==> src/pkg/lsm_pkg.sv <==
// shared constants and types for the light sensor measurement control block
package lsm_pkg;
	localparam int ADDR_W = 12;
	// register indexes; byte address is four times the index
	localparam logic [7:0] IDX_ENABLE = 8'h80;
	localparam logic [7:0] IDX_MODE_FIRST = 8'h81;
	localparam logic [7:0] IDX_MODE_SECOND = 8'h82;
	localparam logic [7:0] IDX_RUN_CTRL = 8'h90;
	localparam logic [7:0] IDX_STATUS = 8'h91;
	localparam logic [7:0] IDX_AMB_DATA = 8'h92;
	// power_and_measure_enable fields
	localparam int EN_FLICKER = 6;
	localparam int EN_AMBIENT = 1;
	localparam int EN_POWER = 0;
	localparam logic [7:0] ENABLE_MASK = 8'h43;
	localparam logic [7:0] HALT_KEEP = 8'h01;
	// measure_mode_first fields
	localparam int M1_HALT = 7;
	localparam int M1_DOUBLE = 6;
	localparam int M1_SINGLE = 5;
	localparam int M1_QSTAT = 4;
	localparam int M1_SCALE_LSB = 0;
	localparam int SCALE_W = 4;
	// measure_mode_second fields
	localparam int M2_QEND = 7;
	localparam int M2_QSUM = 6;
	localparam int M2_QGAIN = 5;
	localparam int M2_TOP_LSB = 0;
	localparam int TOP_W = 5;
	// run_control fields
	localparam int RC_ENDLESS = 7;
	localparam int RC_LIMIT_LSB = 0;
	localparam int LIMIT_W = 4;
	// status fields
	localparam int ST_GAIN_LSB = 0;
	localparam int ST_SLEEP = 4;
	localparam int ST_OSC = 5;
	localparam int ST_SCALED = 6;
	// reset values, limits and the record kind count
	localparam logic [7:0] ENABLE_RST = 8'h00;
	localparam logic [7:0] MODE_FIRST_RST = 8'h04;
	localparam logic [7:0] MODE_SECOND_RST = 8'h0c;
	localparam logic [7:0] RUN_CTRL_RST = 8'h00;
	localparam logic [3:0] GAIN_RST = 4'h9;
	localparam logic [3:0] GAIN_MAX = 4'hc;
	localparam logic [4:0] WIN_TOP = 5'h0f;
	localparam int REC_KINDS = 5;

	typedef enum logic [2:0] {
		REC_AMB_DATA = 3'b000,
		REC_AMB_STATUS = 3'b001,
		REC_GAIN = 3'b010,
		REC_SUM = 3'b011,
		REC_END = 3'b100
	} lsm_rec_kind_t;

	typedef struct packed {
		lsm_rec_kind_t kind;
		logic [15:0] data;
	} lsm_rec_t;

	typedef enum logic {
		EMIT_IDLE = 1'b0,
		EMIT_SEND = 1'b1
	} lsm_emit_t;

	function automatic logic [ADDR_W-1:0] byte_addr(input logic [7:0] idx);
		return {2'b00, idx, 2'b00};
	endfunction : byte_addr
endpackage : lsm_pkg

==> src/hdl/lsm_measure_ctrl.sv <==
// measurement control registers and sequencing of the light sensor
// Notes on behaviour
// - writing 1 to flicker_detect_on starts flicker detection, 0 stops it.
// - writing 1 to ambient_measure_on runs ambient measurement, 0 stops it.
// - power_on_bit runs the oscillator; nothing measures without it.
// - writing power_on_bit 0 stops oscillator and clears both measure enables.
// - halt_after_count clears both enables after the set count, power stays on.
// - double drop lowers gain two steps on saturation when gain above one.
// - one_cycle_run does one measurement then asserts sleep_after_irq.
// - queue_light_status adds an ambient status record with the ambient data.
// - result_scale_bits leading zeros needed before scaled ambient value is used.
// - result_top_bit_select picks the top bit, 15 to 31, of the 32-bit ambient result; lower values give bit 15.
// - queue_end_tag appends an end record after each flicker measurement unless endless_flicker_runs is set.
// - queue_flicker_sum appends a checksum record after each flicker measurement.
// - queue_flicker_gain appends the gain record; host sets it under automatic gain.
// - all four registers return to their listed reset values.
// - endless_flicker_runs repeats flicker runs with no end records.
//
// The implementer's own choice: the APB register port.
`timescale 1ns/1ps
`default_nettype none
module lsm_measure_ctrl #(
	parameter int GAIN_W = 4
) (
	input wire logic pclk,
	input wire logic presetn,
	input wire logic psel,
	input wire logic penable,
	input wire logic pwrite,
	input wire logic [lsm_pkg::ADDR_W-1:0] paddr,
	input wire logic [31:0] pwdata,
	input wire logic [3:0] pstrb,
	output logic pready,
	output logic [31:0] prdata,
	output logic pslverr,
	output logic osc_enable,
	output logic ambient_run,
	output logic flicker_run,
	output logic sleep_after_irq,
	input wire logic ambient_done,
	input wire logic flicker_done,
	input wire logic [31:0] ambient_raw,
	input wire logic [15:0] flicker_sum,
	input wire logic agc_down,
	input wire logic agc_sat,
	input wire logic agc_up,
	output logic [GAIN_W-1:0] gain_step,
	output logic [15:0] ambient_data,
	output logic rec_valid,
	input wire logic rec_ready,
	output lsm_pkg::lsm_rec_t rec
);
	logic [7:0] enable;
	logic [7:0] mode_first;
	logic [7:0] mode_second;
	logic [7:0] run_ctrl;
	logic [7:0] next_enable;
	logic [lsm_pkg::LIMIT_W-1:0] iter_count;
	logic [15:0] sum_hold;
	logic amb_scaled;
	logic [15:0] scale_data;
	logic scale_flag;
	logic [lsm_pkg::REC_KINDS-1:0] pending;
	logic [lsm_pkg::REC_KINDS-1:0] rec_set;
	logic [lsm_pkg::REC_KINDS-1:0] rec_clr;
	logic [2:0] cur_kind;
	lsm_pkg::lsm_emit_t emit_state;
	logic setup;
	logic access;
	logic hit;
	logic wr_lane;
	logic wr_enable;
	logic wr_first;
	logic wr_second;
	logic wr_run;
	logic [31:0] rd_value;
	logic amb_hit;
	logic flick_hit;
	logic endless;
	logic counted;
	logic halt_now;

	function automatic logic at(input logic [lsm_pkg::ADDR_W-1:0] a, input logic [7:0] idx);
		return a == lsm_pkg::byte_addr(idx);
	endfunction : at

	// zero-wait slave: read data is captured in the setup cycle
	assign setup = psel && !penable;
	assign access = psel && penable;
	assign pready = 1'b1;
	assign wr_lane = access && pwrite && pstrb[0];
	assign wr_enable = wr_lane && at(paddr, lsm_pkg::IDX_ENABLE);
	assign wr_first = wr_lane && at(paddr, lsm_pkg::IDX_MODE_FIRST);
	assign wr_second = wr_lane && at(paddr, lsm_pkg::IDX_MODE_SECOND);
	assign wr_run = wr_lane && at(paddr, lsm_pkg::IDX_RUN_CTRL);

	always_comb begin
		hit = 1'b1;
		rd_value = 32'h0;
		if (at(paddr, lsm_pkg::IDX_ENABLE)) begin
			rd_value = {24'h0, enable & lsm_pkg::ENABLE_MASK};
		end else if (at(paddr, lsm_pkg::IDX_MODE_FIRST)) begin
			rd_value = {24'h0, mode_first};
		end else if (at(paddr, lsm_pkg::IDX_MODE_SECOND)) begin
			rd_value = {24'h0, mode_second};
		end else if (at(paddr, lsm_pkg::IDX_RUN_CTRL)) begin
			rd_value = {24'h0, run_ctrl};
		end else if (at(paddr, lsm_pkg::IDX_STATUS)) begin
			rd_value[lsm_pkg::ST_GAIN_LSB +: GAIN_W] = gain_step;
			rd_value[lsm_pkg::ST_SLEEP] = sleep_after_irq;
			rd_value[lsm_pkg::ST_OSC] = osc_enable;
			rd_value[lsm_pkg::ST_SCALED] = amb_scaled;
		end else if (at(paddr, lsm_pkg::IDX_AMB_DATA)) begin
			rd_value = {16'h0, ambient_data};
		end else begin
			hit = 1'b0;
		end
	end

	assign pslverr = access && !hit;

	always_ff @(posedge pclk or negedge presetn) begin
		if (!presetn) begin
			prdata <= 32'h0;
		end else if (setup && !pwrite) begin
			prdata <= rd_value;
		end
	end

	// clearing power also drops both measure enables; reserved bits never stored
	assign next_enable = pwdata[lsm_pkg::EN_POWER] ? (pwdata[7:0] & lsm_pkg::ENABLE_MASK) : 8'h00;

	// a host write wins over a halt in the same cycle, since it is the newer intent
	always_ff @(posedge pclk or negedge presetn) begin
		if (!presetn) begin
			enable <= lsm_pkg::ENABLE_RST;
		end else if (wr_enable) begin
			enable <= next_enable;
		end else if (halt_now) begin
			enable <= enable & lsm_pkg::HALT_KEEP;
		end
	end

	always_ff @(posedge pclk or negedge presetn) begin
		if (!presetn) begin
			mode_first <= lsm_pkg::MODE_FIRST_RST;
			mode_second <= lsm_pkg::MODE_SECOND_RST;
			run_ctrl <= lsm_pkg::RUN_CTRL_RST;
		end else begin
			if (wr_first) begin
				mode_first <= pwdata[7:0];
			end
			if (wr_second) begin
				mode_second <= pwdata[7:0];
			end
			if (wr_run) begin
				run_ctrl <= pwdata[7:0];
			end
		end
	end

	assign osc_enable = enable[lsm_pkg::EN_POWER];
	assign ambient_run = osc_enable && enable[lsm_pkg::EN_AMBIENT] && !sleep_after_irq;
	assign flicker_run = osc_enable && enable[lsm_pkg::EN_FLICKER] && !sleep_after_irq;
	assign amb_hit = ambient_done && ambient_run;
	assign flick_hit = flicker_done && flicker_run;
	assign endless = run_ctrl[lsm_pkg::RC_ENDLESS];

	// endless flicker runs never count toward the halt
	assign counted = amb_hit || (flick_hit && !endless);
	assign halt_now = mode_first[lsm_pkg::M1_HALT] && counted
		&& (iter_count == run_ctrl[lsm_pkg::RC_LIMIT_LSB +: lsm_pkg::LIMIT_W]);

	always_ff @(posedge pclk or negedge presetn) begin
		if (!presetn) begin
			iter_count <= '0;
		end else if (wr_enable) begin
			iter_count <= '0;
		end else if (counted && !halt_now) begin
			iter_count <= iter_count + 1'b1;
		end
	end

	// sleep holds until the host writes the enable register again
	always_ff @(posedge pclk or negedge presetn) begin
		if (!presetn) begin
			sleep_after_irq <= 1'b0;
		end else if (mode_first[lsm_pkg::M1_SINGLE] && (amb_hit || flick_hit)) begin
			sleep_after_irq <= 1'b1;
		end else if (wr_enable) begin
			sleep_after_irq <= 1'b0;
		end
	end

	always_ff @(posedge pclk or negedge presetn) begin
		if (!presetn) begin
			gain_step <= GAIN_W'(lsm_pkg::GAIN_RST);
		end else if (agc_down && gain_step != '0) begin
			if (mode_first[lsm_pkg::M1_DOUBLE] && agc_sat && gain_step > GAIN_W'(1)) begin
				gain_step <= gain_step - GAIN_W'(2);
			end else begin
				gain_step <= gain_step - GAIN_W'(1);
			end
		end else if (agc_up && !agc_down && gain_step < GAIN_W'(lsm_pkg::GAIN_MAX)) begin
			gain_step <= gain_step + GAIN_W'(1);
		end
	end

	lsm_scale u_scale (
		.raw(ambient_raw),
		.top_sel(mode_second[lsm_pkg::M2_TOP_LSB +: lsm_pkg::TOP_W]),
		.scale_bits(mode_first[lsm_pkg::M1_SCALE_LSB +: lsm_pkg::SCALE_W]),
		.data(scale_data),
		.scaled(scale_flag)
	);

	always_ff @(posedge pclk or negedge presetn) begin
		if (!presetn) begin
			ambient_data <= 16'h0;
			amb_scaled <= 1'b0;
			sum_hold <= 16'h0;
		end else begin
			if (amb_hit) begin
				ambient_data <= scale_data;
				amb_scaled <= scale_flag;
			end
			if (flick_hit) begin
				sum_hold <= flicker_sum;
			end
		end
	end

	// record requests; a new request wins over the clear of a record just sent
	always_comb begin
		rec_set = '0;
		rec_set[lsm_pkg::REC_AMB_DATA] = amb_hit;
		rec_set[lsm_pkg::REC_AMB_STATUS] = amb_hit && mode_first[lsm_pkg::M1_QSTAT];
		rec_set[lsm_pkg::REC_GAIN] = flick_hit && mode_second[lsm_pkg::M2_QGAIN];
		rec_set[lsm_pkg::REC_SUM] = flick_hit && mode_second[lsm_pkg::M2_QSUM];
		rec_set[lsm_pkg::REC_END] = flick_hit && mode_second[lsm_pkg::M2_QEND] && !endless;
	end

	always_comb begin
		cur_kind = 3'(lsm_pkg::REC_KINDS - 1);
		for (int i = lsm_pkg::REC_KINDS - 1; i >= 0; i--) begin
			if (pending[i]) begin
				cur_kind = 3'(i);
			end
		end
		rec_clr = '0;
		if (rec_valid && rec_ready) begin
			rec_clr[cur_kind] = 1'b1;
		end
	end

	always_ff @(posedge pclk or negedge presetn) begin
		if (!presetn) begin
			pending <= '0;
		end else begin
			pending <= (pending & ~rec_clr) | rec_set;
		end
	end

	always_ff @(posedge pclk or negedge presetn) begin
		if (!presetn) begin
			emit_state <= lsm_pkg::EMIT_IDLE;
		end else begin
			case (emit_state)
				lsm_pkg::EMIT_IDLE: begin
					if (rec_set != '0) begin
						emit_state <= lsm_pkg::EMIT_SEND;
					end
				end
				lsm_pkg::EMIT_SEND: begin
					if (((pending & ~rec_clr) | rec_set) == '0) begin
						emit_state <= lsm_pkg::EMIT_IDLE;
					end
				end
				default: begin
					emit_state <= lsm_pkg::EMIT_IDLE;
				end
			endcase
		end
	end

	assign rec_valid = (emit_state == lsm_pkg::EMIT_SEND) && (pending != '0);

	always_comb begin
		rec.kind = lsm_pkg::lsm_rec_kind_t'(cur_kind);
		case (cur_kind)
			3'h0: rec.data = ambient_data;
			3'h1: rec.data = {7'h00, amb_scaled, 3'h0, mode_second[lsm_pkg::M2_TOP_LSB +: lsm_pkg::TOP_W]};
			3'h2: rec.data = 16'(gain_step);
			3'h3: rec.data = sum_hold;
			default: rec.data = 16'h0;
		endcase
	end
endmodule : lsm_measure_ctrl
`default_nettype wire

==> src/hdl/lsm_scale.sv <==
// reduction of the wide ambient result to the 16-bit data word
`timescale 1ns/1ps
`default_nettype none
module lsm_scale (
	input wire logic [31:0] raw,
	input wire logic [lsm_pkg::TOP_W-1:0] top_sel,
	input wire logic [lsm_pkg::SCALE_W-1:0] scale_bits,
	output logic [15:0] data,
	output logic scaled
);
	logic [4:0] win_shift;
	logic [4:0] fine_shift;
	logic [15:0] window;
	logic [15:0] fine;
	logic [4:0] head_shift;
	logic top_clear;

	always_comb begin
		// top_sel names the bit treated as most significant, from bit 15 up; lower values keep bit 15 on top
		win_shift = (top_sel > lsm_pkg::WIN_TOP) ? top_sel - lsm_pkg::WIN_TOP : 5'h00;
		window = 16'(raw >> win_shift);
		head_shift = 5'(16 - int'(scale_bits));
		// scaled form only when enough leading bits are zero
		top_clear = (scale_bits == 4'h0) || ((32'(window) >> head_shift) == 32'h0);
		fine_shift = (win_shift > 5'(scale_bits)) ? win_shift - 5'(scale_bits) : 5'h00;
		fine = 16'(raw >> fine_shift);
		scaled = top_clear;
		data = top_clear ? fine : window;
	end
endmodule : lsm_scale
`default_nettype wire

==> config.mk <==
export PLATFORM = sky130hd
export DESIGN_NAME = lsm_measure_ctrl
export DESIGN_NICKNAME = d
export VERILOG_FILES = /design/src/pkg/lsm_pkg.sv /design/src/hdl/lsm_measure_ctrl.sv /design/src/hdl/lsm_scale.sv
export SDC_FILE = /design/constraint.sdc
export NUM_CORES = 1
export LEC_CHECK = 0
export ABC_AREA = 1
export BUFFER_PORTS_ARGS = -buffer_cell sky130_fd_sc_hd__clkbuf_2
export CAP_MARGIN = 25
export CORE_MARGIN = 4
export CORE_UTILIZATION = 35
export CTS_CLUSTER_DIAMETER = 60
export DETAILED_ROUTE_END_ITERATION = 8
export SYNTH_ARGS = -nofsm -noshare
export SYNTH_HDL_FRONTEND = slang
export SYNTH_SLANG_ARGS = --single-unit
==> constraint.sdc <==
create_clock -name pclk -period 3.8 [get_ports pclk]
set_input_delay 0.38 -clock pclk [delete_from_list [all_inputs] [get_ports pclk]]
set_output_delay 0.38 -clock pclk [all_outputs]
set_load 0.02 [all_outputs]
==> impl_metrics.ini <==
[outcome]
status = complete, no violations

[sta]
finalCriticalPeriod_ns = 3.58
final_count_of_pins_violating_max_slew = 0
finalSetupViolCount = 0
rsz0062_at_grt = true
slew_hr_pct = 40.3
final.period_utilization_pct = 94.3
max_slew.worst_pin.slew_ns = 0.895
hold_ws_ns = 0.150
timing.fmax_mhz = 279
final-hold-violation-count = 0
fin_worst_skew_ns = 0.0102

[clock_tree]
cts_max_level = 3
tritoncts = done
register_clock_pin_slew_on_the_reported_worst_setup_and_hold_paths_ns = 0.07
max-clock-path-buffers = 2
root_buffer = sky130_fd_sc_hd__clkbuf_16
numClockSinks = 91
worst_skew_late_latency_ns = 0.35
cts-hold-fix-buffers = 0
tritoncts.num_buffers = 9

[critical_path]
cpPeakStageDelay_ns = 0.37
cp_top_family = simple AND/OR/NAND/NOR gates
worst_ep_required_time_ns = 4.04
worstSetupStartpointType = flop
critical_path.n_buffers_inverters = 7
critical_path_class = flop to flop
worstPathMaxFanout = 16
critical_path.endpoint_type = flop
timing.critical_path.arrival_ns = 3.82
worst_path_max_delay_cell = sky130_fd_sc_hd__dfrtp_1
critPathCapture = ambient_data[2]
r2r_start = mode_second[1]
regToRegSetupSlack_ns = 0.22
worst_r2r_path_depth = 28
critical_path.reg2reg.endpoint = ambient_data[2]
critical_path.startpoint = mode_second[1]
cp.depth = 28

[die]
effective_utilization_at_floorplan_pct = 35.8
chipWidth_um = 166
boundaryPins = 185
vertical_die_dimension_um = 166
die-area_sq_mm = 0.0275
row_count = 57
design.core.area_sq_mm = 0.0244

[routing]
detail_route.vias_per_cell = 5.33
remaining_drc_errors = 0
drt-wirelength-per-cell_um = 16.7
route.antenna.remaining_nets = 0
drt_first_pass_iters = 6
wire_length_after_detailed_routing_mm = 31.9
num_vias = 10182
drt_iter0_markers = 961

[logic_synthesis]
synthDominantCellAreaShare_pct = 24.7
netlist.top_cell.by_area = sky130_fd_sc_hd__dfrtp_1
synth_area_leaders = sky130_fd_sc_hd__dfrtp_1 (25%), sky130_fd_sc_hd__nand2_1 (22%), sky130_fd_sc_hd__nand3_1 (14%)
syn_inst = 1454
yosysWarnings = 0
synth_cell_types = 49
synth.ff_latch_count = 91
asyncSetResetFlopFracSynth_pct = 100
synth_area_sq_mm = 0.00873
synth_area_per_inst_sq_um = 6.00
synth-seq-area-share_pct = 26.2
number_of_enable_flip_flop_cells_after_synthesis = 0
synth_top_flop_cell = sky130_fd_sc_hd__dfrtp_1

[placement]
dpl.hpwl_mm = 24.5
numPlacedInstances = 1890
io_buffers = 140
post_dp_cell_area_sq_mm = 0.00981
gp_congestion = 0.943

[power]
power.clock.fraction_pct = 39.6
power.share.sequential_pct = 40.0
totalPowerFinal_w = 0.00263
power-per-cell-area_mw_per_mm2 = 254
lkg_pwr_nw = 5.57
ir_worst_vdd_mv = 0.249
comb_power_share_pct = 20.4
internal_power_w = 0.00183
power_switching_share_pct = 30.3
power.switching_w = 0.000797

[grt]
grt_usage_pct = 22.1
first_global_vias = 9329
gr-total-overflow = 0
grt_pass1_wl_mm = 50.0
largest_net_degree_at_the_start_of_global_routing = 71
antenna_found_initial = 0

[cells_and_area]
layout.nets = 1704
regArea_sq_mm = 0.00228
num-fill-cells = 2672
layoutNonFillerInstCount = 1910
flow.area_growth_from_synthesis_pct = 18.5
multi_input_area_sq_mm = 0.00555
post-route-cell-area_sq_mm = 0.0103
layout_cells_sized_above_1_pct = 16.5
diodes = 0

[job]
drv_cap = 0

[hold_path]
worst_hold_path_type = input port to async pin
## kinds of logic after synthesis
kind of cell / share of synthesized area (%)
other: 0.0861
XOR/XNOR: 1.00
buffers and inverters: 12.2
AND/OR/NAND/NOR: 43.3
flip-flops: 26.2
adder cells (fa/ha/maj): 2.38
AO/OA/AOI/OAI: 14.8
## synthesized netlist by cell type, types with 2 or more instances
library cell                count
sky130_fd_sc_hd__or2_2          3
sky130_fd_sc_hd__nor2_2         2
sky130_fd_sc_hd__nor2_1        49
sky130_fd_sc_hd__inv_1        142
sky130_fd_sc_hd__nand2_4        3
sky130_fd_sc_hd__o22ai_1        5
sky130_fd_sc_hd__nor4_1         4
sky130_fd_sc_hd__buf_2         22
sky130_fd_sc_hd__a21oi_1       18
sky130_fd_sc_hd__clkbuf_1      33
sky130_fd_sc_hd__and2_1         2
sky130_fd_sc_hd__nor3_1        12
sky130_fd_sc_hd__o21ai_0      128
sky130_fd_sc_hd__dfrtp_1       86
sky130_fd_sc_hd__xnor2_1        3
sky130_fd_sc_hd__o221ai_1       5
sky130_fd_sc_hd__buf_6          6
sky130_fd_sc_hd__nand2_1      513
sky130_fd_sc_hd__ha_1          15
sky130_fd_sc_hd__a211oi_1       2
sky130_fd_sc_hd__buf_1          6
sky130_fd_sc_hd__a221oi_1       4
sky130_fd_sc_hd__nand3_1      252
sky130_fd_sc_hd__dfstp_2        5
sky130_fd_sc_hd__inv_2          6
sky130_fd_sc_hd__o211ai_1      37
sky130_fd_sc_hd__clkinv_1       4
sky130_fd_sc_hd__o21ai_1        7
sky130_fd_sc_hd__nand2_2        4
sky130_fd_sc_hd__xor2_1         7
sky130_fd_sc_hd__buf_4         23
sky130_fd_sc_hd__o2111ai_1      5
sky130_fd_sc_hd__conb_1         2
sky130_fd_sc_hd__nand4_1       22
sky130_fd_sc_hd__nand3_2        3
## flip-flops by register name, summed over array words and instances (netlist names), 4 cells and up
register	count
mode_first	8
sum_hold	16
mode_second	8
gain_step	4
run_ctrl	8
iter_count	4
ambient_data	16
pending	5
prdata	16
## how the worst min path moves through the flow
stage / end / slack (ns) / cells past startpoint
4_1_cts: iter_count[1] / 0.19 / 1
3_5_place_dp: sum_hold[2] / 0.47 / 2
5_1_grt: iter_count[1] / 0.23 / 1
3_3_place_gp: sum_hold[5] / 0.46 / 2
2_1_floorplan: amb_scaled / 0.08 / 0
6_report: iter_count[1] / 0.15 / 1
## what timing repair did
| action | 4_1_cts | 5_1_grt |
|---|---|---|
| resized for setup | 0 | 46 |
| buffers inserted | 0 | 3 |
| setup endpoints to repair | 0 | 16 |
## routing by layer
| layer | up-vias | global-route usage, % | share of wire (%) |
|---|---|---|---|
| li1 | 5029 | - | - |
| met4 | 0 | 9.25 | 4.1 |
| met2 | 436 | 34.7 | 45 |
| met1 | 4638 | 30.3 | 44 |
| met5 | - | 0 | 0 |
| met3 | 79 | 3.31 | 7.0 |
## per-stage QoR
step / setup TNS, ns / setup WS, ns / util, %
final: 0 / 0.217 / 42.4
after global routing: -0.329 / -0.0682 / 42.4
after CTS: 0 / 0.0200 / 41.6
after detailed placement: 0 / 0.0659 / 40.2
after global placement: 0 / 0.0992 / 40.2
after floorplan: 0 / 0.0466 / -
## cell type report
class	count	share of cell area (%)
Sequential cell	91	22.1
Timing Repair Buffer	191	11.4
Clock inverter	7	1.17
Tap cell	324	3.92
Multi-Input combinational cell	1136	53.7
Clock buffer	9	2.18
Inverter	152	5.57
## cell usage in the layout, fill, tap and decap left out, types with 5 or more instances in the layout
master | netlist | routed
sky130_fd_sc_hd__nand2_1 | 513 | 511
sky130_fd_sc_hd__nand3_2 | 3 | 15
sky130_fd_sc_hd__o22ai_1 | 5 | 5
sky130_fd_sc_hd__o21ai_0 | 128 | 113
sky130_fd_sc_hd__a21oi_1 | 18 | 17
sky130_fd_sc_hd__clkbuf_2 | 0 | 139
sky130_fd_sc_hd__clkbuf_16 | 0 | 10
sky130_fd_sc_hd__dfstp_2 | 5 | 5
sky130_fd_sc_hd__nand3_1 | 252 | 240
sky130_fd_sc_hd__buf_12 | 0 | 5
sky130_fd_sc_hd__o211ai_1 | 37 | 37
sky130_fd_sc_hd__inv_1 | 142 | 142
sky130_fd_sc_hd__nand4_1 | 22 | 22
sky130_fd_sc_hd__conb_1 | 2 | 17
sky130_fd_sc_hd__xor2_1 | 7 | 7
sky130_fd_sc_hd__o21ai_1 | 7 | 19
sky130_fd_sc_hd__nor2_1 | 49 | 48
sky130_fd_sc_hd__ha_1 | 15 | 12
sky130_fd_sc_hd__buf_4 | 23 | 44
sky130_fd_sc_hd__nand2_2 | 4 | 5
sky130_fd_sc_hd__o221ai_1 | 5 | 5
sky130_fd_sc_hd__dfrtp_1 | 86 | 86
sky130_fd_sc_hd__o2111ai_1 | 5 | 5
sky130_fd_sc_hd__inv_2 | 6 | 5
sky130_fd_sc_hd__nor3_1 | 12 | 12
## power groups by stage
stage | registers [W] | logic, W | clock network (W)
floorplan | 0.00108 | 0.000322 | 0
global placement | 0.00107 | 0.000526 | 0
detailed placement | 0.00107 | 0.000528 | 0
CTS | 0.00105 | 0.000531 | 0.00106
global route | 0.00106 | 0.000609 | 0.00110
finish | 0.00105 | 0.000537 | 0.00104
No activity file was read; power rests on OpenSTA's default activity.
